[src/inc/vgc_pkg.sv]
package vgc_pkg;

   // Clock rate and refresh timing
   localparam int CLK_PERIOD_NS  = 8;
   localparam int STEP_NS        = 1000;
   localparam int STEP_CYC       = STEP_NS / CLK_PERIOD_NS;
   localparam int BLINK_HALF_MS  = 400;
   localparam int BLINK_HALF_CYC = BLINK_HALF_MS * 1000000 / CLK_PERIOD_NS;

   // Memory sizes
   localparam int GLYPH_WORDS = 64;
   localparam int GLYPH_AW    = 6;
   localparam int CHAR_WORDS  = 128;
   localparam int CHAR_AW     = 7;

   // Display geometry
   localparam int         GRID_COUNT   = 24;
   localparam int         SEG_COUNT    = 80;
   localparam int         DOTS_PER_ROW = 5;
   localparam int         SLOTS        = 16;
   localparam logic [3:0] SLOT_LAST    = 4'hF;
   localparam logic [4:0] DIGITS_16    = 5'h10;
   localparam logic [4:0] DIGITS_20    = 5'h14;
   localparam logic [4:0] DIGITS_24    = 5'h18;
   localparam logic [2:0] CURSOR_ROW   = 3'h7;
   localparam logic [3:0] USER_HI      = 4'h0;
   localparam logic [4:0] DOTS_ALL     = 5'h1F;
   localparam logic [4:0] DOTS_OFF     = 5'h00;

   // Host port fixed values
   localparam logic       BUSY_VALUE = 1'b0;
   localparam logic [3:0] NIB_IDLE   = 4'h0;

   // Values after reset
   localparam logic       DL_RESET     = 1'b1;
   localparam logic       ID_RESET     = 1'b1;
   localparam logic       DISP_RESET   = 1'b0;
   localparam logic       CURSOR_RESET = 1'b0;
   localparam logic       BLINK_RESET  = 1'b0;
   localparam logic [6:0] AC_RESET     = 7'h00;

endpackage

[src/logic/vgc_top.sv]
`timescale 1ns/1ps

module vgc_top
   import vgc_pkg::*;
#(
   parameter int GRID_N    = GRID_COUNT,
   parameter int SEG_N     = SEG_COUNT,
   parameter int BLINK_CYC = BLINK_HALF_CYC
)
(
   // Clock and reset
   input  wire logic              clock,
   input  wire logic              srst,
   // Configuration pins
   input  wire logic              interface_mode_sel,
   input  wire logic              bus_style_sel,
   input  wire logic              display_size_sel0,
   input  wire logic              display_size_sel1,
   // 68-style host bus
   input  wire logic              host_e,
   input  wire logic              host_rs,
   input  wire logic              host_rw,
   input  wire logic [7:0]        db_in,
   output logic      [7:0]        db_out,
   output logic                   db_oe,
   // Display drive
   output logic      [GRID_N-1:0] grid,
   output logic      [SEG_N-1:0]  seg,
   // Status
   output logic                   data_length_bit,
   output logic      [6:0]        address_pointer
);

   // Geometry is fixed by the scan order; counters are 5 and 26 bits
   if (SEG_N != SLOTS * DOTS_PER_ROW || GRID_N < GRID_COUNT ||
       GRID_N > 31 || BLINK_CYC < 1 || BLINK_CYC > (1 << 26))
   begin : g_bad_param
      $error("vgc_top: unsupported parameter value");
   end

   localparam logic [7:0]  STEP_LAST  = 8'(STEP_CYC - 1);
   localparam logic [25:0] BLINK_LAST = 26'(BLINK_CYC - 1);

   // Host side state
   logic       e_prev_r;
   logic       phase_r;
   logic [3:0] hi_nib_r;
   logic       dl_r;
   logic       id_r;
   logic       disp_on_r;
   logic       cursor_en_r;
   logic       blink_en_r;
   logic       ptr_glyph_r;
   logic [6:0] ac_r;
   logic [7:0] db_out_r;
   logic       db_oe_r;
   logic [7:0] char_mem [CHAR_WORDS];

   // Refresh side state
   logic [7:0]       div_r;
   logic [3:0]       slot_r;
   logic [4:0]       grid_idx_r;
   logic [4:0]       digits_r;
   logic             cap_done_r;
   logic [SEG_N-6:0] shift_r;
   logic [SEG_N-1:0] seg_r;
   logic [GRID_N-1:0] grid_r;
   logic [25:0]      blink_cnt_r;
   logic             blink_phase_r;

   // Host strobe decode; data is taken on the falling edge of E
   wire m68       = interface_mode_sel & bus_style_sel;
   wire e_fall    = m68 & e_prev_r & ~host_e;
   wire byte_done = e_fall & (dl_r | phase_r);
   wire cmd_wr    = byte_done & ~host_rs & ~host_rw;
   wire data_wr   = byte_done & host_rs & ~host_rw;
   wire data_acc  = byte_done & host_rs;
   wire rd_cycle  = m68 & host_e & host_rw;

   // Byte assembly: low nibble completes a 4-bit transfer
   wire [7:0] wr_byte = dl_r ? db_in : {hi_nib_r, db_in[7:4]};

   // Command classes, highest set bit wins
   wire is_dd    = wr_byte[7];
   wire is_cg    = wr_byte[7:6] == 2'b01;
   wire is_fn    = wr_byte[7:5] == 3'b001;
   wire is_disp  = wr_byte[7:3] == 5'b00001;
   wire is_entry = wr_byte[7:2] == 6'b000001;
   wire is_home  = wr_byte[7:1] == 7'b0000001;

   // Pointer step; glyph addresses wrap inside 64 bytes
   wire [6:0] ac_step = id_r ? ac_r + 7'h01 : ac_r - 7'h01;
   wire [6:0] ac_next = ptr_glyph_r ? {1'b0, ac_step[5:0]} : ac_step;

   // Read path; busy is never reported so no wait state exists
   wire [7:0] glyph_host_q;
   wire [7:0] data_q  = ptr_glyph_r ? glyph_host_q : char_mem[ac_r];
   wire [7:0] rd_byte = host_rs ? data_q : {BUSY_VALUE, ac_r};
   wire [7:0] rd_hi   = {rd_byte[7:4], NIB_IDLE};
   wire [7:0] rd_lo   = {rd_byte[3:0], NIB_IDLE};
   wire [7:0] rd_lane = dl_r ? rd_byte : (phase_r ? rd_lo : rd_hi);

   // E history and nibble phase
   always_ff @(posedge clock)
   begin
      if (srst)
      begin
         e_prev_r <= 1'b0;
         phase_r  <= 1'b0;
         hi_nib_r <= NIB_IDLE;
      end
      else
      begin
         e_prev_r <= host_e;
         if (e_fall && !dl_r)
         begin
            phase_r <= ~phase_r;
            if (!phase_r)
               hi_nib_r <= db_in[7:4];
         end
         else if (dl_r)
            phase_r <= 1'b0;
      end
   end

   // Mode bits set by command bytes
   always_ff @(posedge clock)
   begin
      if (srst)
      begin
         dl_r        <= DL_RESET;
         id_r        <= ID_RESET;
         disp_on_r   <= DISP_RESET;
         cursor_en_r <= CURSOR_RESET;
         blink_en_r  <= BLINK_RESET;
      end
      else if (cmd_wr)
      begin
         if (is_fn)
            dl_r <= wr_byte[4];
         if (is_disp)
         begin
            disp_on_r   <= wr_byte[2];
            cursor_en_r <= wr_byte[1];
            blink_en_r  <= wr_byte[0];
         end
         if (is_entry)
            id_r <= wr_byte[1];
      end
   end

   // Address pointer: set by command, stepped on every data access
   always_ff @(posedge clock)
   begin
      if (srst)
      begin
         ac_r        <= AC_RESET;
         ptr_glyph_r <= 1'b0;
      end
      else if (cmd_wr && is_dd)
      begin
         ac_r        <= wr_byte[6:0];
         ptr_glyph_r <= 1'b0;
      end
      else if (cmd_wr && is_cg)
      begin
         ac_r        <= {1'b0, wr_byte[5:0]};
         ptr_glyph_r <= 1'b1;
      end
      else if (cmd_wr && is_home)
      begin
         ac_r        <= AC_RESET;
         ptr_glyph_r <= 1'b0;
      end
      else if (data_acc)
         ac_r <= ac_next;
   end

   // Character code store; spare addresses are general storage
   always_ff @(posedge clock)
   begin
      if (data_wr && !ptr_glyph_r)
         char_mem[ac_r] <= wr_byte;
   end

   // Bus drive only while E is high on a read
   always_ff @(posedge clock)
   begin
      if (srst)
      begin
         db_oe_r  <= 1'b0;
         db_out_r <= 8'h00;
      end
      else
      begin
         db_oe_r  <= rd_cycle;
         db_out_r <= rd_cycle ? rd_lane : 8'h00;
      end
   end

   // Refresh scan: one slot per step, 2 lines x 8 rows per grid
   wire       step_en   = div_r == STEP_LAST;
   wire [2:0] row       = slot_r[2:0];
   wire       line      = slot_r[3];
   wire       last_slot = slot_r == SLOT_LAST;
   wire       last_grid = grid_idx_r == digits_r - 5'h01;
   wire [6:0] pos       = {line, 1'b0, grid_idx_r};

   // Glyph fetch from the refresh port only
   wire [7:0] scan_code = char_mem[pos];
   wire       user_sel  = scan_code[7:4] == USER_HI;
   wire [5:0] glyph_scan_addr = {scan_code[2:0], row};
   wire [7:0] glyph_scan_q;
   wire [4:0] user_row  = glyph_scan_q[4:0];

   // Stand-in glyph ROM row until the real font table is dropped in
   wire [4:0] rom_row  = scan_code[4:0] ^ {2'b00, row};
   wire [4:0] base_row = user_sel ? user_row : rom_row;

   // Glyph store; the refresh port never waits on the host port
   vgc_glyph_ram u_glyph (
      .clock     (clock),
      .wr_en     (data_wr & ptr_glyph_r),
      .host_addr (ac_r[5:0]),
      .wr_data   (wr_byte),
      .host_q    (glyph_host_q),
      .scan_addr (glyph_scan_addr),
      .scan_q    (glyph_scan_q)
   );

   // Cursor and blink; a glyph-RAM pointer still compares, meaninglessly
   wire hit        = ac_r == pos;
   wire cur_dot    = hit & cursor_en_r & (row == CURSOR_ROW);
   wire blink_show = hit & blink_en_r & blink_phase_r;
   wire [4:0] lit_row = base_row | {DOTS_PER_ROW{cur_dot}};
   wire [4:0] pat = !disp_on_r ? DOTS_OFF :
                    (blink_show ? DOTS_ALL : lit_row);

   // Size pins pick the digit count
   wire [4:0] size_pick = display_size_sel1 ? DIGITS_24 :
                          (display_size_sel0 ? DIGITS_20 : DIGITS_16);

   // Grid enables: unused grids never select
   wire [GRID_N-1:0] grid_ok;
   wire [GRID_N-1:0] grid_hot;
   genvar g;
   for (g = 0; g < GRID_N; g++)
   begin : g_grid
      assign grid_ok[g]  = 5'(g) < digits_r;
      assign grid_hot[g] = grid_ok[g] & (grid_idx_r == 5'(g));
   end

   // Size pins caught once, the cycle after reset lifts
   always_ff @(posedge clock)
   begin
      if (srst)
      begin
         cap_done_r <= 1'b0;
         digits_r   <= DIGITS_24;
      end
      else if (!cap_done_r)
      begin
         cap_done_r <= 1'b1;
         digits_r   <= size_pick;
      end
   end

   // Step divider; runs free of host traffic
   always_ff @(posedge clock)
   begin
      if (srst)
         div_r <= 8'h00;
      else
         div_r <= step_en ? 8'h00 : div_r + 8'h01;
   end

   // Slot and grid counters
   always_ff @(posedge clock)
   begin
      if (srst)
      begin
         slot_r     <= 4'h0;
         grid_idx_r <= 5'h00;
      end
      else if (step_en)
      begin
         slot_r <= slot_r + 4'h1;
         if (last_slot)
            grid_idx_r <= last_grid ? 5'h00 : grid_idx_r + 5'h01;
      end
   end

   // Shift and latch; old pattern stays up while the next loads
   always_ff @(posedge clock)
   begin
      if (srst)
      begin
         shift_r <= '0;
         seg_r   <= '0;
         grid_r  <= '0;
      end
      else if (step_en)
      begin
         shift_r <= {shift_r[SEG_N-11:0], pat};
         if (last_slot)
         begin
            seg_r  <= {shift_r, pat};
            grid_r <= grid_hot;
         end
      end
   end

   // Blink half period
   always_ff @(posedge clock)
   begin
      if (srst)
      begin
         blink_cnt_r   <= 26'h0000000;
         blink_phase_r <= 1'b0;
      end
      else if (blink_cnt_r == BLINK_LAST)
      begin
         blink_cnt_r   <= 26'h0000000;
         blink_phase_r <= ~blink_phase_r;
      end
      else
         blink_cnt_r <= blink_cnt_r + 26'h0000001;
   end

   // Outputs straight from flip-flops
   assign db_out          = db_out_r;
   assign db_oe           = db_oe_r;
   assign grid            = grid_r;
   assign seg             = seg_r;
   assign data_length_bit = dl_r;
   assign address_pointer = ac_r;
endmodule

[src/logic/vgc_glyph_ram.sv]
`timescale 1ns/1ps

// User glyph store: one host port, one refresh read port
module vgc_glyph_ram
   import vgc_pkg::*;
#(
   parameter int DEPTH = GLYPH_WORDS,
   parameter int AW    = GLYPH_AW,
   parameter int DW    = 8
)
(
   // Clock
   input  wire logic          clock,
   // Host side
   input  wire logic          wr_en,
   input  wire logic [AW-1:0] host_addr,
   input  wire logic [DW-1:0] wr_data,
   output logic      [DW-1:0] host_q,
   // Refresh side
   input  wire logic [AW-1:0] scan_addr,
   output logic      [DW-1:0] scan_q
);

   // Address width must cover the depth exactly
   if (DEPTH != (1 << AW) || DW < DOTS_PER_ROW)
   begin : g_bad_size
      $error("vgc_glyph_ram: unsupported size");
   end

   logic [DW-1:0] mem [DEPTH];

   // Whole array is plain storage; unused slots hold general data
   always_ff @(posedge clock)
   begin
      if (wr_en)
         mem[host_addr] <= wr_data;
   end

   // Separate read ports so refresh never waits on the host
   assign host_q = mem[host_addr];
   assign scan_q = mem[scan_addr];

endmodule

[config.mk]
export PLATFORM = sky130hd
export DESIGN_NAME = vgc_top
export DESIGN_NICKNAME = d
export VERILOG_FILES = /design/src/inc/vgc_pkg.sv /design/src/logic/vgc_top.sv /design/src/logic/vgc_glyph_ram.sv
export SDC_FILE = /design/constraint.sdc
export NUM_CORES = 2
export LEC_CHECK = 0
export BUFFER_PORTS_ARGS = -buffer_cell sky130_fd_sc_hd__buf_2
export CAP_MARGIN = 0
export CORE_MARGIN = 1
export CORE_UTILIZATION = 53
export CTS_BUF_LIST = sky130_fd_sc_hd__clkbuf_4
export CTS_CLUSTER_DIAMETER = 50
export DETAILED_ROUTE_END_ITERATION = 6
export GPL_TIMING_DRIVEN = 1
export HOLD_SLACK_MARGIN = 0.02
export PLACE_DENSITY_LB_ADDON = 0.25
export SLEW_MARGIN = 20
export SYNTH_ARGS = -nofsm -noshare
export SYNTH_HDL_FRONTEND = slang
export SYNTH_SLANG_ARGS = --single-unit
export TNS_END_PERCENT = 50
[constraint.sdc]
create_clock -name clock -period 4.5 [get_ports clock]
set_clock_uncertainty 0.15 [all_clocks]
set_input_delay 0.225 -clock clock [delete_from_list [all_inputs] [get_ports clock]]
set_output_delay 0.225 -clock clock [all_outputs]
set_load 0.05 [all_outputs]
==> flow_summary_export.csv <==
group,metric,value,unit
cts,worstSkewPairLatency,1.39,ns
floorplan,ios,138,
global_routing,antenna_found_initial,15,
cts,clockBufferDepth,4,
logic_synthesis,syn_area_per_cell,18.02,µm²
logic_synthesis,syn-num-nets,4239,
cells_and_area,drive_gt1_share,34.50,%
critical_path,cp_max_fo,12,
timing,slew_headroom,24.38,%
logic_synthesis,synth_flop_cell,"edfxtp_1",
global_routing,grt_pass1_vias,44010,
power,p_leak,0.02692,µW
floorplan,initial_core_util,53.43,%
place,placed_area,0.07954,mm²
flow_run,maxCapViolCount,0,
floorplan,core-area,0.1418,mm²
floorplan,dieArea,0.1444,mm²
cells_and_area,fillCellCount,10400,
route,viasPerCell,6.304,
outcome,status,"finished clean",
critical_path,crit_family,"buffers and inverters",
logic_synthesis,synth_area,0.07574,mm²
min_path,whs_path_depth,3,
min_path,hp-class,"primary input to flop",
global_routing,grt_max_degree,194,
timing,worstMarginPinSlew,1.133,ns
cells_and_area,area_growth,13.24,%
floorplan,std_cell_rows,138,
global_routing,grt_usage,28.40,%
logic_synthesis,synth_cells,4204,
cts,cts_tree,"built",
logic_synthesis,synth_edf_count,1536,
cts,h-tree-depth,5,
critical_path,max_stage_delay,1.10,ns
place,pre_cts_ws,0.4288,ns
logic_synthesis,async_flop_share,0,%
critical_path,critPathSlowestCell,"nor2_1",
place,port_buffers,137,
route,drt_pre_antenna_iters,6,
route,routed_wl,203900,µm
logic_synthesis,yosys_warnings,0,
timing,final_hold_viol_count,0,
floorplan,die_y,380.0,µm
place,gp_congestion,0.9293,
critical_path,crit_chain,"dlygate4sd3_1 -> dlygate4sd3_1 -> buf_2 -> dlygate4sd3_1 -> inv_2 -> or3_1 -> nor3_1 -> buf_4 -> nand2_1 -> nor2_1",
critical_path,cp-start-kind,"primary input",
timing,max_freq,223.0,MHz
cts,cts_made_buffers,457,
timing,fin_setup_tns,0,ns
place,dp_hpwl,128300,µm
cells_and_area,multi_input_area,0.02306,mm²
global_routing,overflow,0,
floorplan,dieWidth,380.0,µm
timing,min_period,4.485,ns
critical_path,cp.arrival,5.28,ns
timing,setup_viol,0,
timing,maxSlewViolCount,0,
route,drtAntennaViolNets,0,
critical_path,cp-end-kind,"flop",
cts,clk_pin_slew_worst_paths,0.07,ns
power,p_per_area,374.4,mW/mm²
cts,cts_root_buf,"clkbuf_4",
critical_path,worstSetupPathDepth,10,
cells_and_area,postLayoutCellArea,0.08577,mm²
cells_and_area,layout.nets,4816,
route,vias,44370,
critical_path,crit_buf_inv,6,
critical_path,ff2ff_path_depth,10,
route,drc,0,
global_routing,grt_pass1_wl,297500,µm
cells_and_area,seq_area,0.05139,mm²
timing,rsz0062_at_grt,"false",
timing,timing.final.crit_share,99.66,%
logic_synthesis,synth_cell_type_count,78,
critical_path,crit_top_cell,"dlygate4sd3_1",
route,avgRoutedWirePerCell,28.97,µm
critical_path,required,5.30,ns
logic_synthesis,synth_seq_cells,1797,
critical_path,crit_type,"primary input to flop",
route,drt-initial-drc-count,5644,
cts,cts_sinks,1797,
power,ir_worst_vdd,0.2434,mV
logic_synthesis,synth-seq-area-share,67.79,%
timing,timing.final.ws_setup,0.01548,ns
per-layer routing:
layer / wire length [µm] / GRT usage (%)
met1: 79520 / 40.04
met2: 94940 / 42.79
met3: 22350 / 7.399
met4: 6990 / 10.93
met5: 100 / 0
tightest hold or removal path, cell delays in order:
cell           delay, ns
dlygate4sd3_1       0.52
buf_2               0.16
mux2_8              0.42
kinds of logic after synthesis:
| kind of cell | count (synthesis) | share of synthesized area (%) |
|---|---|---|
| XOR/XNOR | 48 | 0.5550 |
| adder cells (fa/ha/maj) | 18 | 0.3072 |
| multiplexers | 793 | 21.77 |
| AO/OA/AOI/OAI | 336 | 2.699 |
| flip-flops | 1797 | 67.79 |
| buffers and inverters | 309 | 1.857 |
| AND/OR/NAND/NOR | 903 | 5.018 |
state kept, by name, summed over array words and instances, names as in the netlist, 7 cells and up, named ones only:
signal           cells
u_glyph.mem        512
db_out               8
char_mem          1024
address_pointer      7
div_r                8
shift_r             75
grid                24
blink_cnt_r         26
seg                 80
cell usage in the layout (no fill, tap or decap), drive strengths merged, types with 4 or more instances in the layout:
master,instances
nand2b,7
or3,15
xnor2,26
nand2,386
bufinv,4
mux2i,96
xor2,22
and3,8
nand3b,7
ha,17
a31oi,6
buf,347
edfxtp,1536
and2,5
mux4,681
nor3,61
nor2,316
inv,29
a21o,10
clkbuf,651
a21oi,211
o21ai,33
nand3,45
nand4,12
dfxtp,261
diode,12
dlygate4sd3,50
a211oi,21
o311ai,5
mux2,16
or2,4
clkinv,157
nor2b,9
nor4,19
cell type report:
class / instances / area share (%)
antenna: 12 / 0.03501
clock buffer: 651 / 5.698
clock inverter: 163 / 0.8942
inverter: 30 / 0.1561
multi-input combinational: 2098 / 26.89
sequential: 1797 / 59.91
tap: 1890 / 2.757
timing repair buffer: 397 / 3.660
synth_stat cells, drive strengths merged (15+ instances only):
cell type,instances,area share [%]
mux2i,96,1.3
mux2,16,0.24
nor3,61,0.40
clkbuf,147,0.73
nand3,45,0.30
edfxtp,1536,61
dfxtp,261,6.9
nand2,386,1.9
mux4,681,20
or3,15,0.12
o21ai,33,0.22
xnor2,26,0.30
nor4,19,0.16
buf,132,0.98
inv,27,0.13
ha,17,0.28
xor2,22,0.25
nor2,316,1.6
a21oi,211,1.4
a211oi,21,0.22
power breakdown:
part           internal [µW]  leakage, µW  total [µW]  switching [µW]
sequential             18000       0.0159       18100            13.5
clock                   6890      0.00339       13500            6600
combinational            157      0.00762         565             408
path summary, 6_finish.rpt:
kind                                  start         endpoint  slack [ns]
worst min-delay path               db_in[0]  char_mem[12][0]        0.03
worst max-delay path                host_rs  char_mem[80][2]        0.02
worst max register to register     e_prev_r       blink_en_r        0.24
worst min register to register  shift_r[74]          seg[79]        0.28
repair_timing:
item	4_1_cts	5_1_grt
gates resized for setup	0	0
setup endpoints to repair	0	0
buffers inserted	0	0
hold buffers	51	0
endpoints found under the hold margin	2117	0
through the flow:
step	hold WS, ns	util, %	total power (µW)	instances
2_1_floorplan	0.2189	-	18750	4204
3_3_place_gp	0.2888	56.11	18940	6160
3_5_place_dp	0.2949	56.11	18960	6160
4_1_cts	0.06345	60.47	32330	7025
5_1_grt	0.03271	60.50	33220	7031
6_report	0.03165	60.51	32110	7038
Note: power is estimated with default switching activity, not from simulation.
